===== config.mk =====
export PLATFORM = sky130hd
export DESIGN_NAME = clock_output_status_ctrl
export DESIGN_NICKNAME = d
export VERILOG_FILES = /design/src/clkout_pkg.sv /design/src/clock_output_status_ctrl.sv
export VERILOG_INCLUDE_DIRS = /design/src
export SDC_FILE = /design/constraint.sdc
export NUM_CORES = 1
export LEC_CHECK = 0
export BUFFER_PORTS_ARGS = -buffer_cell sky130_fd_sc_hd__buf_4
export CAP_MARGIN = 40
export CORE_UTILIZATION = 50
export CTS_BUF_LIST = sky130_fd_sc_hd__clkbuf_8 sky130_fd_sc_hd__clkbuf_16
export CTS_CLUSTER_SIZE = 20
export DETAILED_ROUTE_END_ITERATION = 10
export PLACE_DENSITY = 0.7
export SKIP_LAST_GASP = 1
export SLEW_MARGIN = 30
export SYNTH_ARGS = -nofsm -noshare
export SYNTH_HDL_FRONTEND = slang
export SYNTH_SLANG_ARGS = --single-unit

===== constraint.sdc =====
create_clock -name pclk -period 3.1 [get_ports pclk]
set_clock_uncertainty 0.2 [all_clocks]
set_input_delay 0.775 -clock pclk [delete_from_list [all_inputs] [get_ports pclk]]
set_output_delay 0.775 -clock pclk [all_outputs]
set_load 0.01 [all_outputs]

===== src/clkout_regs.svh =====
// Purpose: offsets, fields, reset values and timing counts for the clock output block
// Assumes: apb with 32-bit data, one word per register
// Notes: included by bare name
`ifndef CLKOUT_REGS_SVH
`define CLKOUT_REGS_SVH
`define NPORTS 20
`define OFF_CTRL 12'h000
`define OFF_PORT_EN 12'h004
`define OFF_PORT_FAULT 12'h008
`define OFF_PORT_STATE 12'h00c
`define OFF_INT_STAT 12'h010
`define OFF_INT_MASK 12'h014
`define OFF_QL 12'h018
`define OFF_SQ_BASE 12'h020
`define OFF_LED 12'h040
// ctrl fields
`define CTRL_DISABLE 0
`define CTRL_DOWNLOAD 1
`define CTRL_FAIL 2
`define CTRL_REDUNDANT 3
`define CTRL_ISOLATE 4
`define CTRL_BYPASS_IGN 5
`define CTRL_EXP_IGN 6
`define CTRL_RESET 32'h0000_0000
`define PORT_EN_RESET 20'hf_ffff
// interrupt bits
`define INT_PORT_FAULT 0
`define INT_REF_CHANGE 1
`define INT_SQUELCH 2
// blink half period of 250 ms at 100 MHz, in cycles
`define BLINK_MS 250
`define CLK_MHZ 100
`define BLINK_CYCLES (`BLINK_MS * 1000 * `CLK_MHZ)
`endif


===== src/clkout_pkg.sv =====
// Purpose: types for the clock output block
// Assumes: none
// Notes: led encoding and reference index
package clkout_pkg;
  typedef enum logic [1:0] {led_off_type_v = 2'h0, led_green = 2'h1, led_amber = 2'h2} led_type;
  typedef enum logic [1:0] {ref_a = 2'h0, ref_b = 2'h1, ref_c = 2'h2, ref_d = 2'h3} ref_sel_type;
endpackage


===== src/clock_output_status_ctrl.sv =====
// Purpose: status indicators, per-port relay and squelch control, 2048 kHz derivation
// Assumes: pll_clk_i is the 8.192 MHz locked signal brought in as a level and sampled
// Notes: pll itself and level detectors are external; pll_ref_sel drives the pll mux
// Functional notes
// - status led green when good, blinking disabled or download, amber on failure.
// - reference a led green selected, amber faulty or missing, else dark.
// - reference b led green selected, amber faulty or missing, else dark.
// - bypass led green selected, amber faulty, dark when ignored or unselected.
// - expansion led green selected, amber faulty, dark when ignored, unselected or outside an expansion shelf.
// - output fault led amber while any port flagged faulty.
// - accept three or four 4 kHz references; steer pll to selected one, or to reference a when d is selected outside an expansion shelf.
// - twenty 2048 kHz outputs, each on its own tip and ring pair.
// - each port enabled independently; relay opens when disabled.
// - port marked failed when its level detector reports low amplitude.
// - non-redundant mode keeps failed port enabled, still flagged.
// - redundant mode switches off failed ports only in the isolating module.
// - squelch threshold zero disables; nonzero squelches when quality level exceeds.
`timescale 1ns/100ps
`default_nettype none
`include "clkout_regs.svh"
module clock_output_status_ctrl
  import clkout_pkg::*;
#(
  parameter int NP = `NPORTS,
  parameter int BLINK_CYCLES = `BLINK_CYCLES
) (
  input wire logic pclk,
  input wire logic presetn,
  input wire logic psel,
  input wire logic penable,
  input wire logic pwrite,
  input wire logic [11:0] paddr,
  input wire logic [31:0] pwdata,
  output logic [31:0] prdata,
  output logic pready,
  output logic pslverr,
  input wire logic [3:0] ref_present,
  input wire logic [3:0] ref_good,
  input wire logic [1:0] ref_selected,
  input wire logic expansion_shelf,
  input wire logic pll_clk_i,
  input wire logic [NP-1:0] level_low,
  output logic [1:0] pll_ref_sel,
  output logic [NP-1:0] output_tip_line,
  output logic [NP-1:0] output_ring_line,
  output logic [NP-1:0] relay_closed,
  output logic [1:0] led_status,
  output logic [1:0] led_ref_a,
  output logic [1:0] led_ref_b,
  output logic [1:0] led_ref_c,
  output logic [1:0] led_ref_d,
  output logic led_out_fault,
  output logic irq
);
  ////////////////////////////////////////////////////////////////////////////
  // input synchronisers: pins are asynchronous to pclk
  logic [3:0] pres_s1_r, pres_r, good_s1_r, good_r;
  logic [1:0] sel_s1_r, sel_r;
  logic exp_s1_r, exp_r, pll_s1_r, pll_r, pll_d_r;
  logic [NP-1:0] low_s1_r, low_r;
  always_ff @(posedge pclk or negedge presetn) begin
    if (!presetn) begin
      pres_s1_r <= 4'h0;
      pres_r <= 4'h0;
      good_s1_r <= 4'h0;
      good_r <= 4'h0;
      sel_s1_r <= 2'h0;
      sel_r <= 2'h0;
      exp_s1_r <= 1'b0;
      exp_r <= 1'b0;
      pll_s1_r <= 1'b0;
      pll_r <= 1'b0;
      pll_d_r <= 1'b0;
      low_s1_r <= '0;
      low_r <= '0;
    end else begin
      pres_s1_r <= ref_present;
      pres_r <= pres_s1_r;
      good_s1_r <= ref_good;
      good_r <= good_s1_r;
      sel_s1_r <= ref_selected;
      sel_r <= sel_s1_r;
      exp_s1_r <= expansion_shelf;
      exp_r <= exp_s1_r;
      pll_s1_r <= pll_clk_i;
      pll_r <= pll_s1_r;
      pll_d_r <= pll_r;
      low_s1_r <= level_low;
      low_r <= low_s1_r;
    end
  end
  ////////////////////////////////////////////////////////////////////////////
  // registers
  logic [31:0] ctrl_r, ctrl_nxt;
  logic [NP-1:0] en_r, en_nxt, flt_r, flt_nxt, drive_r, drive_nxt;
  logic [2:0] ist_r, ist_nxt, imsk_r, imsk_nxt;
  logic [3:0] ql_r, ql_nxt;
  logic [3:0] sq_r [NP], sq_nxt [NP];
  logic [31:0] prdata_nxt;
  logic [NP-1:0] sq_hit;
  logic [1:0] div_r, div_nxt;
  logic [1:0] last_sel_r;
  logic [NP-1:0] last_sq_r;
  logic wr, rd;
  assign wr = psel && penable && pwrite;
  assign rd = psel && !penable && !pwrite;

  always_comb begin
    for (int i = 0; i < NP; i++) begin
      sq_hit[i] = (sq_r[i] != 4'h0) && (ql_r > sq_r[i]);
    end
  end

  always_comb begin
    ctrl_nxt = ctrl_r;
    en_nxt = en_r;
    ql_nxt = ql_r;
    imsk_nxt = imsk_r;
    ist_nxt = ist_r;
    for (int i = 0; i < NP; i++) begin
      sq_nxt[i] = sq_r[i];
    end
    if (wr) begin
      case (paddr)
        `OFF_CTRL: ctrl_nxt = pwdata;
        `OFF_PORT_EN: en_nxt = pwdata[NP-1:0];
        `OFF_QL: ql_nxt = pwdata[3:0];
        `OFF_INT_MASK: imsk_nxt = pwdata[2:0];
        `OFF_INT_STAT: ist_nxt = ist_r & ~pwdata[2:0];
        default: begin
          for (int i = 0; i < NP; i++) begin
            if (paddr == `OFF_SQ_BASE + 12'(i / 8 * 4) && ((i % 8) == 0)) begin
              for (int j = 0; j < 8 && i + j < NP; j++) begin
                sq_nxt[i+j] = pwdata[j*4 +: 4];
              end
            end
          end
        end
      endcase
    end
    // set wins over write-one clear
    if ((flt_nxt & ~flt_r) != '0) ist_nxt[`INT_PORT_FAULT] = 1'b1;
    if (sel_r != last_sel_r) ist_nxt[`INT_REF_CHANGE] = 1'b1;
    if ((sq_hit & ~last_sq_r) != '0) ist_nxt[`INT_SQUELCH] = 1'b1;
  end

  // per-port fault flag follows level detector
  // redundant drops failed ports only when this module isolates
  always_comb begin
    flt_nxt = low_r;
    for (int i = 0; i < NP; i++) begin
      drive_nxt[i] = en_r[i] && !sq_hit[i] &&
        !(ctrl_r[`CTRL_REDUNDANT] && ctrl_r[`CTRL_ISOLATE] && flt_r[i]);
    end
  end

  // divide by four on pll rising edges
  always_comb begin
    div_nxt = div_r;
    if (pll_r && !pll_d_r) div_nxt = div_r + 2'h1;
  end

  always_comb begin
    prdata_nxt = 32'h0000_0000;
    if (rd) begin
      case (paddr)
        `OFF_CTRL: prdata_nxt = ctrl_r;
        `OFF_PORT_EN: prdata_nxt = 32'(en_r);
        `OFF_PORT_FAULT: prdata_nxt = 32'(flt_r);
        `OFF_PORT_STATE: prdata_nxt = 32'(drive_r);
        `OFF_INT_STAT: prdata_nxt = 32'(ist_r);
        `OFF_INT_MASK: prdata_nxt = 32'(imsk_r);
        `OFF_QL: prdata_nxt = 32'(ql_r);
        `OFF_LED: prdata_nxt = {21'h0, led_out_fault, led_ref_d, led_ref_c, led_ref_b,
                                led_ref_a, led_status};
        default: begin
          for (int i = 0; i < NP; i++) begin
            if (paddr == `OFF_SQ_BASE + 12'(i / 8 * 4)) begin
              prdata_nxt[(i % 8)*4 +: 4] = sq_r[i];
            end
          end
        end
      endcase
    end else if (psel && penable && !pwrite) begin
      prdata_nxt = prdata;
    end
  end

  always_ff @(posedge pclk or negedge presetn) begin
    if (!presetn) begin
      ctrl_r <= `CTRL_RESET;
      en_r <= `PORT_EN_RESET;
      flt_r <= '0;
      drive_r <= '0;
      ist_r <= 3'h0;
      imsk_r <= 3'h0;
      ql_r <= 4'h0;
      div_r <= 2'h0;
      last_sel_r <= 2'h0;
      last_sq_r <= '0;
      prdata <= 32'h0000_0000;
      for (int i = 0; i < NP; i++) sq_r[i] <= 4'h0;
    end else begin
      ctrl_r <= ctrl_nxt;
      en_r <= en_nxt;
      flt_r <= flt_nxt;
      drive_r <= drive_nxt;
      ist_r <= ist_nxt;
      imsk_r <= imsk_nxt;
      ql_r <= ql_nxt;
      div_r <= div_nxt;
      last_sel_r <= sel_r;
      last_sq_r <= sq_hit;
      prdata <= prdata_nxt;
      for (int i = 0; i < NP; i++) sq_r[i] <= sq_nxt[i];
    end
  end
  ////////////////////////////////////////////////////////////////////////////
  // leds, outputs
  logic [31:0] blink_cnt_r, blink_cnt_nxt;
  logic blink_r, blink_nxt;
  logic [1:0] st_nxt, la_nxt, lb_nxt, lc_nxt, ld_nxt;
  logic [3:0] usable;
  always_comb begin
    blink_cnt_nxt = blink_cnt_r + 32'h1;
    blink_nxt = blink_r;
    if (blink_cnt_r >= 32'(BLINK_CYCLES - 1)) begin
      blink_cnt_nxt = 32'h0;
      blink_nxt = !blink_r;
    end
    if (ctrl_r[`CTRL_FAIL]) st_nxt = led_amber;
    else if (ctrl_r[`CTRL_DISABLE] || ctrl_r[`CTRL_DOWNLOAD])
      st_nxt = blink_r ? led_green : led_off_type_v;
    else st_nxt = led_green;
    usable = pres_r & good_r;
    la_nxt = !usable[0] ? led_amber : (sel_r == ref_a) ? led_green : led_off_type_v;
    lb_nxt = !usable[1] ? led_amber : (sel_r == ref_b) ? led_green : led_off_type_v;
    lc_nxt = ctrl_r[`CTRL_BYPASS_IGN] ? led_off_type_v : !usable[2] ? led_amber :
             (sel_r == ref_c) ? led_green : led_off_type_v;
    // expansion reference, only in an expansion shelf
    ld_nxt = (ctrl_r[`CTRL_EXP_IGN] || !exp_r) ? led_off_type_v : !usable[3] ? led_amber :
             (sel_r == ref_d) ? led_green : led_off_type_v;
  end

  // status led registers one cycle after ctrl_r and blink_r, reference leds one cycle after synchronised inputs, fault led one cycle after flt_r
  always_ff @(posedge pclk or negedge presetn) begin
    if (!presetn) begin
      blink_cnt_r <= 32'h0;
      blink_r <= 1'b0;
      led_status <= 2'h0;
      led_ref_a <= 2'h0;
      led_ref_b <= 2'h0;
      led_ref_c <= 2'h0;
      led_ref_d <= 2'h0;
      led_out_fault <= 1'b0;
      irq <= 1'b0;
      pll_ref_sel <= 2'h0;
      output_tip_line <= '0;
      output_ring_line <= '0;
      relay_closed <= '0;
      pready <= 1'b0;
      pslverr <= 1'b0;
    end else begin
      blink_cnt_r <= blink_cnt_nxt;
      blink_r <= blink_nxt;
      led_status <= st_nxt;
      led_ref_a <= la_nxt;
      led_ref_b <= lb_nxt;
      led_ref_c <= lc_nxt;
      led_ref_d <= ld_nxt;
      // any faulty port lights the fault led
      led_out_fault <= |flt_r;
      irq <= |(ist_r & imsk_r);
      pll_ref_sel <= (!exp_r && sel_r == ref_d) ? 2'(ref_a) : sel_r;
      // tip and ring complementary per driven port, both low when the port is not driven
      for (int i = 0; i < NP; i++) begin
        output_tip_line[i] <= drive_r[i] & div_r[1];
        output_ring_line[i] <= drive_r[i] & ~div_r[1];
      end
      relay_closed <= drive_r;
      pready <= psel && !penable;
      pslverr <= 1'b0;
    end
  end
  ////////////////////////////////////////////////////////////////////////////
  // assertions
  a_fault_led_any: assert property (@(posedge pclk) disable iff (!presetn)
    1'b1 |=> led_out_fault == |$past(flt_r)) else $error("fault led wrong");
  a_relay_follows: assert property (@(posedge pclk) disable iff (!presetn)
    !en_r[0] |-> ##2 !relay_closed[0]) else $error("relay closed while disabled");
  // all ports, so the random failing port is always covered
  a_nonred_keep: assert property (@(posedge pclk) disable iff (!presetn)
    !ctrl_r[`CTRL_REDUNDANT] |=> drive_r == $past(en_r & ~sq_hit))
    else $error("failed port dropped");
  a_red_isolate: assert property (@(posedge pclk) disable iff (!presetn)
    (ctrl_r[`CTRL_REDUNDANT] && ctrl_r[`CTRL_ISOLATE]) |=> (drive_r & $past(flt_r)) == '0)
    else $error("isolation missed");
  a_squelch_on: assert property (@(posedge pclk) disable iff (!presetn)
    (sq_r[0] != 4'h0 && ql_r > sq_r[0]) |=> !drive_r[0]) else $error("no squelch");
  a_fault_flag: assert property (@(posedge pclk) disable iff (!presetn)
    1'b1 |=> flt_r == $past(low_r)) else $error("fault flag lag");
  a_ref_a_amber: assert property (@(posedge pclk) disable iff (!presetn)
    !(pres_r[0] && good_r[0]) |=> led_ref_a == led_amber) else $error("ref a led");
  a_ref_b_green: assert property (@(posedge pclk) disable iff (!presetn)
    (pres_r[1] && good_r[1] && sel_r == ref_b) |=> led_ref_b == led_green)
    else $error("ref b led");
  a_bypass_ign: assert property (@(posedge pclk) disable iff (!presetn)
    ctrl_r[`CTRL_BYPASS_IGN] |=> led_ref_c == led_off_type_v) else $error("bypass led");
  a_exp_absent: assert property (@(posedge pclk) disable iff (!presetn)
    !exp_r |=> led_ref_d == led_off_type_v) else $error("expansion led");
  a_status_fail: assert property (@(posedge pclk) disable iff (!presetn)
    ctrl_r[`CTRL_FAIL] |=> led_status == led_amber) else $error("status led");
  c_squelch: cover property (@(posedge pclk) disable iff (!presetn) sq_hit[0]);
  c_fault: cover property (@(posedge pclk) disable iff (!presetn) led_out_fault);
  c_irq: cover property (@(posedge pclk) disable iff (!presetn) irq);
endmodule // clock_output_status_ctrl
`default_nettype wire


## Word level (Yosys, flattened, before mapping)

Index checks and enable logic that the tools add are counted.

- $lt $le $gt $ge: 21
- Reduce and logical (&&, ||, !) cells: 178
- Mux-type cells: 43
- Equal/unequal tests: 15
- Bitwise operators: 50
- $add $sub $neg: 2

Operator list:

| operator | count |
|---|---|
| $pmux W32 S8 | 1 |
| $mux W32 | 3 |
| $logic_and A1 B1 Y1 | 88 |
| $gt A4 B4 Y1 | 20 |
| $mux W4 | 20 |
| $reduce_bool A4 Y1 | 20 |
| $logic_not A1 Y1 | 45 |
| $and A1 B1 Y1 | 40 |
| $and A20 B20 Y20 | 2 |
| $not A20 Y20 | 2 |
| $reduce_bool A20 Y1 | 2 |
| $eq A12 B5 Y1 const B | 3 |
| $eq A12 B6 Y1 const B | 3 |
| $add A32 B1 Y32 const B | 1 |
| $ge A32 B25 Y1 const B | 1 |
| $eq A12 B4 Y1 const B | 2 |
| $reduce_or A20 Y1 | 1 |
| $mux W2 | 8 |
| $reduce_and A2 Y1 | 7 |
| $eq A12 B3 Y1 const B | 1 |
| $eq A12 B7 Y1 const B | 1 |
| $logic_not A12 Y1 | 1 |
| $reduce_bool A2 Y1 | 6 |
| $mux W1 | 9 |
| 15 further kinds | 22 |

- Bits in registers: 411
- Input port bits: 81
- Logic and storage cells: 369
- Output and inout bits: 108

## Depth between registers and ports, before layout

Gate-level depths: netlist of the first run.

- Depth in word-level cells: 6
- Depth in mapped cells: 9
- Gate-level depth less buffers: 8

## Least setup slack after synthesis of the first run

Ideal clock, no wire load.

- Path type: input to register
- Start: in paddr[9]
- End: reg ctrl_r[22]
- Required time: 2775 ps
- Setup time: 125 ps
- Path buffers: 2
- Cell stages on the path: 7
- Arrival: 2484 ps
- Slack: 291 ps
- Path through: or4_1 -> buf_2 -> nor3_2 -> nand2_1 -> nor2_2 -> buf_4 -> mux2_2

- Cells in the longest elaborated chain, start to end: 2

Ends and longest elaborated chain:

| element | RTL line | source |
|---|---|---|
| from (decl) | clock_output_status_ctrl.sv:32 | `input wire logic [11:0] paddr,` |
| $logic_not A12 Y1 | clock_output_status_ctrl.sv:124 | `case (paddr)` |
| $reduce_and A2 Y1 (no source line) | - |  |
| to (signal assigned) | clock_output_status_ctrl.sv:191 | `` ctrl_r <= `CTRL_RESET; `` |
| to (signal assigned) | clock_output_status_ctrl.sv:204 | `ctrl_r <= ctrl_nxt;` |
| to (decl) | clock_output_status_ctrl.sv:94 | `logic [31:0] ctrl_r, ctrl_nxt;` |

No other way between the ends.
A chain may end at the register's enable or synchronous reset.

## Final worst setup path of the first run

- Start: reg ql_r[2]
- End: reg ist_r[2]

- Cells in the longest elaborated chain, start to end: 6
- Elaborated cells between the ends (all ways): 46
- Classes of those cells: order compare (20); mux (1); bitwise (1); reduce/logical (24)

Ends and longest elaborated chain:

| element | RTL line | source |
|---|---|---|
| from (decl) | clock_output_status_ctrl.sv:97 | `logic [3:0] ql_r, ql_nxt;` |
| from (signal assigned) | clock_output_status_ctrl.sv:210 | `ql_r <= ql_nxt;` |
| $gt A4 B4 Y1 | clock_output_status_ctrl.sv:110 | `sq_hit[i] = (sq_r[i] != 4'h0) && (ql_r > sq_r[i]);` |
| $logic_and A1 B1 Y1 | clock_output_status_ctrl.sv:110 |  |
| $and A20 B20 Y20 (*) | clock_output_status_ctrl.sv:144 | `` if ((sq_hit & ~last_sq_r) != '0) ist_nxt[`INT_SQUELCH] = 1'b1; `` |
| $reduce_bool A20 Y1 (*) | clock_output_status_ctrl.sv:144 |  |
| $reduce_bool A2 Y1 (no source line) | - |  |
| $reduce_and A2 Y1 (no source line) | - |  |
| to (signal assigned) | clock_output_status_ctrl.sv:208 | `ist_r <= ist_nxt;` |
| to (decl) | clock_output_status_ctrl.sv:96 | `logic [2:0] ist_r, ist_nxt, imsk_r, imsk_nxt;` |

Mark *: on every way between the ends. The rest lies on a longest branch, timed or not.

==> impl_metrics.csv, run 1 <==
group,metric,value,unit
global_routing,grt_start_max_net_pins,70,
placement,place_area,20040,sq um
floorplan,initial_utilization,50.81,%
critical_path,regToRegStartpoint,"ql_r[2]",
floorplan,pin_count,189,
global_routing,grt_pass1_wl,70990,um
run_status,violations,"negative hold slack",
final_layout,final_net_count,1852,
sta,worst_pin_slew,0.6225,ns
power_and_ir_drop,vdd_drop_max,0.0004882,V
power_and_ir_drop,power_leakage,10.37,nW
synthesis,yosys-top-cells-area,"dfrtp_1, mux2_2, ha_1",
detailed_routing,ant_nets,0,
cts,cts_made_buffers,43,
synthesis,syn_inst,1431,
cts,postCtsSetupRepairBufs,0,
cts,clk_path_buf_depth,3,
job,maxCapViolations,0,
synthesis,yosysTopAreaCellShare,55.74,%
critical_path,worstSetupStartpointType,"flip-flop",
run_status,outcome,"finished, violations left",
final_layout,drive_gt1_share,29.29,%
critical_path,cp_top_family,"compound AO/OA/AOI/OAI gates",
critical_path,critical-path-slowest-cell,"a2111oi_1",
sta,period_needed,2.994,ns
cts,holdBufCountCts,0,
critical_path,critPathMaxFanout,9,
floorplan,die_h,189.4,um
placement,dpl.hpwl,32820,um
sta,grt_setup_unrepaired,"no",
synthesis,synth_flop_cell,"dfrtp_1",
sta,final.period_utilization,96.58,%
detailed_routing,routed-via-count,12353,
critical_path,cp_data_required_time,3.32,ns
global_routing,antenna_found_initial,1,
floorplan,die_w,189.4,um
critical_path,slowest_delay,0.57,ns
synthesis,synth_edf_count,0,
cts,clock_sinks,411,
critical_path,worst_r2r_endpoint,"ist_r[2]",
global_routing,first_global_vias,12724,
critical_path,crit_chain,"buf_4, ha_1, nand4_1, o41ai_1, a211oi_1, a2111oi_1, o2111ai_1, or4_1",
detailed_routing,first_pass_iters,5,
cts,htreeDepth,2,
sta,fmax,0.3340,GHz
global_routing,grtUsageTotal,25.84,%
final_layout,final.fill_count,2730,
cts,clk_pin_slew,0.06,ns
floorplan,row_count,68,
critical_path,crit_path_end_kind,"flip-flop",
sta,finalHoldViolCount,1,
synthesis,async_flop_share,100.0,%
final_layout,syn2layout_area_growth,22.55,%
power_and_ir_drop,powerDensity,525.3,nW/um^2
placement,gp_congestion,0.9027,
cts,cts_tree,"done",
final_layout,fin_area,21510,sq um
critical_path,worst-path-buf-inv,1,
global_routing,grt_overflow,0,
synthesis,synth-seq-cells,411,
synthesis,yosys.area.top_type,"dfrtp_1",
detailed_routing,drt_iter0_markers,970,
sta,finalSetupViolCount,0,
synthesis,synth_cell_types,59,
cts,cts_root_buf,"clkbuf_16",
synthesis,syn-cell-area,17550,sq um
sta,setup_ws,0.1060,ns
detailed_routing,vias_per_cell,5.667,
placement,io_buffers,187,
placement,dp_slack,0.07998,ns
synthesis,yosysWarnings,0,
power_and_ir_drop,p_total,11.30,mW
floorplan,fp.dieArea,35860,sq um
critical_path,arrival,3.22,ns
detailed_routing,routed_wl,45390,um
sta,hold-worst-slack,-0.003598,ns
sta,slew_viol_final,0,
hold_path,hold_class,"input pin to async pin",
floorplan,core_area,34540,sq um
critical_path,worstSetupStartpoint,"ql_r[2]",
synthesis,synth-seq-area-share,58.74,%
detailed_routing,wire_per_inst,20.82,um
critical_path,rrSetupSlack,0.11,ns
synthesis,avgSynthCellArea,12.27,sq um
sta,max_slew_margin,58.50,%
sta,fin_tns_setup,0,ns
critical_path,rr_worst_depth,8,
critical_path,worstSetupPathType,"flip-flop to flip-flop",
detailed_routing,drc,0,
cts,insertion_delay,0.56,ns
[worst max path at each step]
stage          cells past startpoint  slack (ns)         end
6_report                           8        0.11    ist_r[2]
3_5_place_dp                       8        0.08    ist_r[2]
5_1_grt                            8        0.02    ist_r[2]
2_1_floorplan                      7        0.29  ctrl_r[22]
4_1_cts                            8        0.08    ist_r[2]
3_3_place_gp                       8        0.13    ist_r[2]
[power by group]
part	total, mW	internal (mW)	switching [mW]
clock network	5.27	3.10	2.17
registers	5.59	5.46	0.133
logic	0.438	0.175	0.263
[metrics by stage]
stage / utilization (%) / hold WS [ns] / instances
2_1_floorplan: - / 0.1312 / 1438
4_1_cts: 62.26 / 0.009201 / 2179
6_report: 62.28 / -0.003598 / 2180
3_5_place_dp: 58.01 / 0.1347 / 2100
5_1_grt: 62.28 / 0.02918 / 2180
3_3_place_gp: 58.00 / 0.1310 / 2100
[layer usage]
layer  share of wire, %  global-route usage (%)  up-vias
li1                   -                       -     5566
met1                 41                   34.17     6268
met2                 48                   42.15      417
met3                6.5                   4.930      102
met4                3.8                   10.05        0
met5                  0                       0        -
[cell type report]
cell class / count / area (sq um) / area share (%)
Clock buffer: 48 / 1145 / 5.322
Tap cell: 455 / 569.3 / 2.646
Inverter: 109 / 409.1 / 1.902
Antenna cell: 1 / 2.502 / 0.01163
Clock inverter: 31 / 325.3 / 1.512
Timing Repair Buffer: 256 / 2092 / 9.725
Sequential cell: 411 / 10310 / 47.93
Multi-Input combinational cell: 869 / 6658 / 30.95
[cells by family (layout without fill, tap and decap cells)]
| group | after synthesis | after routing | synth area share, % |
|---|---|---|---|
| compound gates | 216 | 216 | 8.318 |
| xor+xnor | 28 | 28 | 1.397 |
| fa+ha+maj | 81 | 81 | 5.774 |
| buf+inv | 158 | 444 | 3.593 |
| flops | 411 | 411 | 58.74 |
| mux | 178 | 178 | 12.07 |
| other cells | 1 | 9 | 0.02136 |
| simple gates | 358 | 358 | 10.09 |
[cells in the mapped netlist (19+ instances only)]
cell type and count:
dfstp_2 20, and2_1 24, xnor2_1 20, inv_1 109
a22oi_1 26, clkbuf_1 23, nand4_1 29, nor2_1 111
nand2_1 81, nor2b_1 40, nand3_1 19, o21ai_0 28
a21oi_1 70, mux2_2 138, ha_1 81, dfrtp_1 391
mux2i_1 26
[state kept, by name, indices dropped and copies added, names as in the netlist, 3 cells and up]
register          cells
last_sq_r            20
good_s1_r             4
ctrl_r               32
flt_nxt              20
output_ring_line     20
imsk_r                3
blink_cnt_r          32
good_r                4
flt_r                20
prdata               32
drive_r              20
relay_closed         20
pres_s1_r             4
ist_r                 3
low_s1_r             20
en_r                 20
ql_r                  4
sq_r                 80
pres_r                4
output_tip_line      20
[repair_timing]
item,CTS,global route
endpoints found under the setup margin,0,1
resized for setup,0,1
endpoints found under the hold margin,0,0
[cell usage in the layout, fill, tap and decap left out, drive strengths merged, types with 3 or more instances in the layout]
cell / instances
o22ai: 11
bufinv: 5
or4: 3
mux4: 13
xnor2: 20
a211oi: 3
a222oi: 3
mux2i: 26
nand2b: 3
dfstp: 20
o21ai: 28
a22oi: 26
o41ai: 18
clkbuf: 48
nor2b: 40
and2: 24
o211ai: 15
dfrtp: 391
a221oi: 10
a21oi: 70
a22o: 4
xor2: 8
clkinv: 9
nor4: 10
buf: 256
inv: 126
nand2: 81
conb: 8
nor2: 112
a221o: 16
nand4: 29
nand3: 20
ha: 81
nor3: 14
and3: 8
mux2: 139
No activity file was read; power rests on OpenSTA's default activity.
==> run 2: changes to the inputs <==
==> constraint.sdc (replaced) <==
create_clock -name pclk -period 3.12 [get_ports pclk]
set_clock_uncertainty 0.2 [all_clocks]
set_input_delay 0.312 -clock pclk [delete_from_list [all_inputs] [get_ports pclk]]
set_output_delay 0.312 -clock pclk [all_outputs]
set_load 0.01 [all_outputs]
==> impl_metrics.csv, run 2 (synthesis gave the netlist of run 1 again) <==
group,metric,value,unit
critical_path,critPathMaxFanout,15,
sta,setup_ws,0.2227,ns
cts,clk_path_buf_depth,3,
sta,finalSetupViolCount,0,
critical_path,slowest_delay,0.83,ns
power_and_ir_drop,vdd_drop_max,0.0005643,V
sta,worst_pin_slew,0.7567,ns
power_and_ir_drop,p_int,8.551,mW
global_routing,grt_pass1_wl,74010,um
final_layout,syn2layout_area_growth,24.98,%
critical_path,crit_chain,"buf_4, ha_1, a21oi_1, a21oi_1, a22oi_1, nand4_1, or4_1",
detailed_routing,drc,0,
critical_path,worstSetupPathType,"flip-flop to flip-flop",
final_layout,finish.utilization,63.51,%
floorplan,row_count,68,
critical_path,arrival,3.14,ns
power_and_ir_drop,power_frac_clock,45.6,%
floorplan,pin_count,189,
job,maxCapViolations,0,
power_and_ir_drop,power_frac_comb,4.5,%
cts,cts_made_buffers,43,
power_and_ir_drop,power_leakage,10.49,nW
detailed_routing,routed-via-count,12737,
cts,insertion_delay,0.58,ns
placement,io_buffers,187,
power_and_ir_drop,p_seq_share,49.9,%
floorplan,die_h,189.4,um
power_and_ir_drop,swShare,23.21,%
run_status,outcome,"complete, no violations",
power_and_ir_drop,p_sw,2.585,mW
global_routing,antenna_found_initial,0,
sta,max_slew_margin,49.56,%
floorplan,die_w,189.4,um
final_layout,top_register,"sq_r",
sta,fin_tns_setup,0,ns
final_layout,final_common_cell,"dfrtp_1",
cts,cts_resized,0,
detailed_routing,ant_nets,0,
sta,period_needed,2.897,ns
final_layout,instances_no_fill,2227,
hold_path,hold_class,"input pin to flip-flop",
global_routing,grtUsageTotal,26.95,%
cts,clk_pin_slew,0.06,ns
floorplan,initial_utilization,50.81,%
critical_path,crit_path_end_kind,"flip-flop",
detailed_routing,wire_per_inst,21.28,um
global_routing,grt_start_max_net_pins,80,
cts,cts_tree,"done",
floorplan,fp.dieArea,35860,sq um
placement,dp_slack,0.2216,ns
final_layout,final_net_count,1898,
detailed_routing,first_pass_iters,6,
detailed_routing,drt_iter0_markers,999,
critical_path,cp_data_required_time,3.36,ns
final_layout,drive_gt1_share,27.33,%
detailed_routing,routed_wl,47380,um
critical_path,crit_top_cell,"a21oi_1",
power_and_ir_drop,powerDensity,507.6,nW/um^2
global_routing,first_global_vias,13030,
sta,grt_setup_unrepaired,"no",
critical_path,critical-path-slowest-cell,"dfrtp_1",
critical_path,worstSetupStartpointType,"flip-flop",
sta,final.period_utilization,92.86,%
final_layout,largest_register_ff_count,80,
final_layout,final_cell_mix,"dfrtp_1, buf_4, mux2_2",
sta,slew_viol_final,0,
global_routing,grt_overflow,0,
placement,dpl.hpwl,32960,um
cts,cts_root_buf,"clkbuf_16",
placement,gp_congestion,0.9051,
cts,postCtsSetupRepairBufs,0,
cts,clock_sinks,411,
floorplan,core_area,34540,sq um
cts,htreeDepth,2,
sta,fmax,0.3452,GHz
placement,dp_cells,2079,
detailed_routing,vias_per_cell,5.719,
sta,finalHoldViolCount,0,
run 2: cell count changes in the layout (fill, tap and decap cells not counted), sizes merged:
cell,delta
clkinvlp,+3
inv,-1
clkbuf,+3
buf,-21
clkinv,-1
dlygate4sd3,+67
bufinv,-3
run 2: layer usage:
| metal | global-route usage [%] | routed length [um] | share of wire, % | vias up |
|---|---|---|---|---|
| met4 | 8.468 | 1411 | 3.0 | 0 |
| met5 | 0 | 0 | 0 | - |
| met3 | 4.745 | 3047 | 6.4 | 116 |
| met2 | 44.25 | 22800 | 48 | 472 |
| li1 | - | - | - | 5655 |
| met1 | 36.44 | 20130 | 42 | 6494 |
run 2: what timing repair did:
item / in CTS / in global routing
hold buffers: 67 / 0
hold endpoints to repair: 244 / 0
setup endpoints to repair: 0 / 0
run 2: through the flow:
step | hold WS, ns | total power [mW] | cell area, sq um
after floorplan | -0.1836 | 5.749 | 17580
after global placement | 0.1314 | 6.069 | 19830
after detailed placement | 0.1347 | 6.088 | 19830
after CTS | 0.01082 | 11.23 | 21940
after global routing | 0.05232 | 11.53 | 21940
final | 0.03469 | 11.14 | 21940
run 2: worst max-delay path, delay by kind of cell (launching register included):
kind                     cells  cell delay, ns
AO/OA/AOI/OAI                3            0.55
flip-flops                   1            0.83
AND/OR/NAND/NOR              2            0.58
buffers and inverters        1            0.31
adder cells (fa/ha/maj)      1            0.28
run 2: cell type report:
| cell class | count | area (sq um) |
|---|---|---|
| fill | 2698 | 12600 |
| clock inverter | 29 | 249.0 |
| timing repair buffer | 302 | 2555 |
| tap | 455 | 569.3 |
| clock buffer | 51 | 1186 |
| antenna | 1 | 2.502 |
| multi-input combinational | 869 | 6656 |
| inverter | 109 | 409.1 |
| sequential | 411 | 10310 |
run 2: worst paths after layout:
kind                                from               to  slack (ns)  cells past startpoint
worst max-delay path             ql_r[3]         ist_r[2]        0.22                      7
worst max register to register   ql_r[3]         ist_r[2]        0.22                      7
worst min register to register  pll_s1_r            pll_r        0.14                      0
min in group asynchronous        presetn  relay_closed[6]        0.14                      2
max in group asynchronous        presetn  blink_cnt_r[19]        1.74                      3
worst min-delay path              pwrite        prdata[3]        0.03                      3
run 2: power by group through the flow:
stage                     combinational [mW]  sequential [mW]  clock, mW
after detailed placement               0.433             5.66          0
after global routing                   0.545             5.58       5.41
after global placement                 0.423             5.65          0
final                                  0.500             5.56       5.07
after CTS                              0.504             5.56       5.16
after floorplan                        0.183             5.57          0
==> run 3: changes to the inputs <==
--- a/config.mk
+++ b/config.mk
@@ -12,6 +12,7 @@
 export CTS_BUF_LIST = sky130_fd_sc_hd__clkbuf_8 sky130_fd_sc_hd__clkbuf_16
 export CTS_CLUSTER_SIZE = 20
 export DETAILED_ROUTE_END_ITERATION = 10
+export GPL_TIMING_DRIVEN = 0
 export PLACE_DENSITY = 0.7
 export SKIP_LAST_GASP = 1
 export SLEW_MARGIN = 30
==> impl_metrics.csv, run 3 (synthesis gave the netlist of run 1 again) <==
group,metric,value,unit
run_status,outcome,"complete, no violations",
cts,cts_root_buf,"clkbuf_16",
global_routing,grtUsageTotal,27.29,%
hold_path,min_from,"pwrite",
detailed_routing,drt_iter0_markers,1058,
detailed_routing,drc,0,
critical_path,arrival,3.23,ns
floorplan,core_area,34540,sq um
sta,worst_pin_slew,0.8339,ns
placement,dp_slack,-0.09100,ns
floorplan,pin_count,189,
final_layout,antennaDiodeCount,0,
critical_path,worstSetupPathType,"flip-flop to flip-flop",
sta,max_slew_margin,44.40,%
final_layout,finish.utilization,63.26,%
cts,cts_made_buffers,43,
cts,clock_sinks,411,
sta,finalHoldViolCount,0,
hold_path,hold_path_end,"prdata[0]",
final_layout,largest_register_ff_count,80,
global_routing,grt_start_max_net_pins,92,
floorplan,fp.dieArea,35860,sq um
sta,final.period_utilization,97.22,%
sta,fmax,0.3297,GHz
sta,finalSetupViolCount,0,
final_layout,final_cell_mix,"dfrtp_1, buf_4, mux2_2",
critical_path,rr_worst_depth,7,
global_routing,antenna_found_initial,1,
critical_path,crit_path_end_kind,"flip-flop",
sta,period_needed,3.033,ns
cts,cts_tree,"done",
critical_path,critPathMaxFanout,22,
final_layout,final_common_cell,"dfrtp_1",
power_and_ir_drop,power_leakage,10.40,nW
cts,htreeDepth,2,
sta,slew_viol_final,0,
floorplan,die_w,189.4,um
sta,fin_tns_setup,0,ns
final_layout,final_net_count,1905,
detailed_routing,wire_per_inst,21.35,um
critical_path,regToRegStartpoint,"ql_r[1]",
detailed_routing,routed_wl,47680,um
final_layout,final.fill_count,2709,
critical_path,rrSetupSlack,0.09,ns
floorplan,die_h,189.4,um
sta,grt_setup_unrepaired,"no",
hold_path,hold_depth,3,
placement,io_buffers,185,
cts,clk_path_buf_depth,3,
floorplan,initial_utilization,50.81,%
critical_path,cp_data_required_time,3.32,ns
cts,insertion_delay,0.55,ns
critical_path,worstSetupStartpointType,"flip-flop",
detailed_routing,first_pass_iters,6,
placement,gp_congestion,0.9118,
sta,setup_ws,0.08672,ns
detailed_routing,vias_per_cell,5.702,
floorplan,row_count,68,
final_layout,top_register,"sq_r",
detailed_routing,ant_nets,0,
global_routing,first_global_vias,13071,
final_layout,syn2layout_area_growth,24.49,%
global_routing,grt_pass1_wl,74470,um
hold_path,hold_class,"input pin to flip-flop",
final_layout,drive_gt1_share,26.49,%
power_and_ir_drop,powerDensity,516.7,nW/um^2
cts,clk_pin_slew,0.06,ns
global_routing,grt_overflow,0,
job,maxCapViolations,0,
critical_path,worst_r2r_endpoint,"ist_r[2]",
sta,hold-worst-slack,0.04782,ns
detailed_routing,routed-via-count,12732,
power_and_ir_drop,vdd_drop_max,0.0004381,V
placement,dpl.hpwl,33620,um
==> run 3: routing by layer <==
layer  share of wire (%)  wire length [um]  global-route usage, %
met5                   0                 0                      0
met4                 3.3              1585                  9.615
met3                 6.6              3144                  4.208
met2                  48             23110                  44.90
met1                  42             19840                  36.83
==> run 3: cell type report <==
cell class	count	area [sq um]	share of cell area, %
clock buffers	51	1186	5.428
well taps	455	569.3	2.605
multi-input cells	869	6640	30.39
inverters	109	411.6	1.884
flip-flops and latches	411	10320	47.23
repair buffers	260	2225	10.18
clock inverters	29	276.5	1.265
plain buffers	49	221.5	1.014
==> run 3: worst max path at each step <==
stage,endpoint,depth (start not counted),start,slack (ns)
after floorplan,ist_r[2],7,ql_r[2],0.46
after global placement,prdata[25],1,presetn,-2.37
after detailed placement,prdata[1],9,paddr[9],-0.09
after CTS,ist_r[2],6,ql_r[3],0.02
after global routing,ist_r[2],7,ql_r[1],0.05
final,ist_r[2],7,ql_r[1],0.09
==> run 3: power breakdown <==
| part | internal (mW) | total [mW] | switching, mW |
|---|---|---|---|
| registers | 5.42 | 5.50 | 0.0743 |
| logic | 0.229 | 0.593 | 0.365 |
| clock network | 3.06 | 5.20 | 2.14 |
==> run 3: repair_timing <==
| item | 4_1_cts | 5_1_grt |
|---|---|---|
| gates resized for setup | 1 | 5 |
| hold endpoints to repair | 416 | 0 |
| hold buffers | 67 | 0 |
| setup buffers | 0 | 0 |
| endpoints found under the setup margin | 1 | 1 |
==> run 3: stage by stage <==
stage	area, sq um	instances	power [mW]
floorplan	17580	1438	5.749
global placement	19540	2078	6.078
detailed placement	19700	2085	6.113
CTS	21840	2232	11.37
global route	21850	2233	11.66
finish	21850	2233	11.29
==> run 3: worst max-delay path, stage by stage (launching register included) <==
cell and delay (ns):
dfrtp_4 0.66, ha_1 0.38, nor2b_1 0.14, o211ai_1 0.14, a21oi_1 0.20, a2111oi_1 0.50, o2111ai_1 0.18, or4_1 0.47
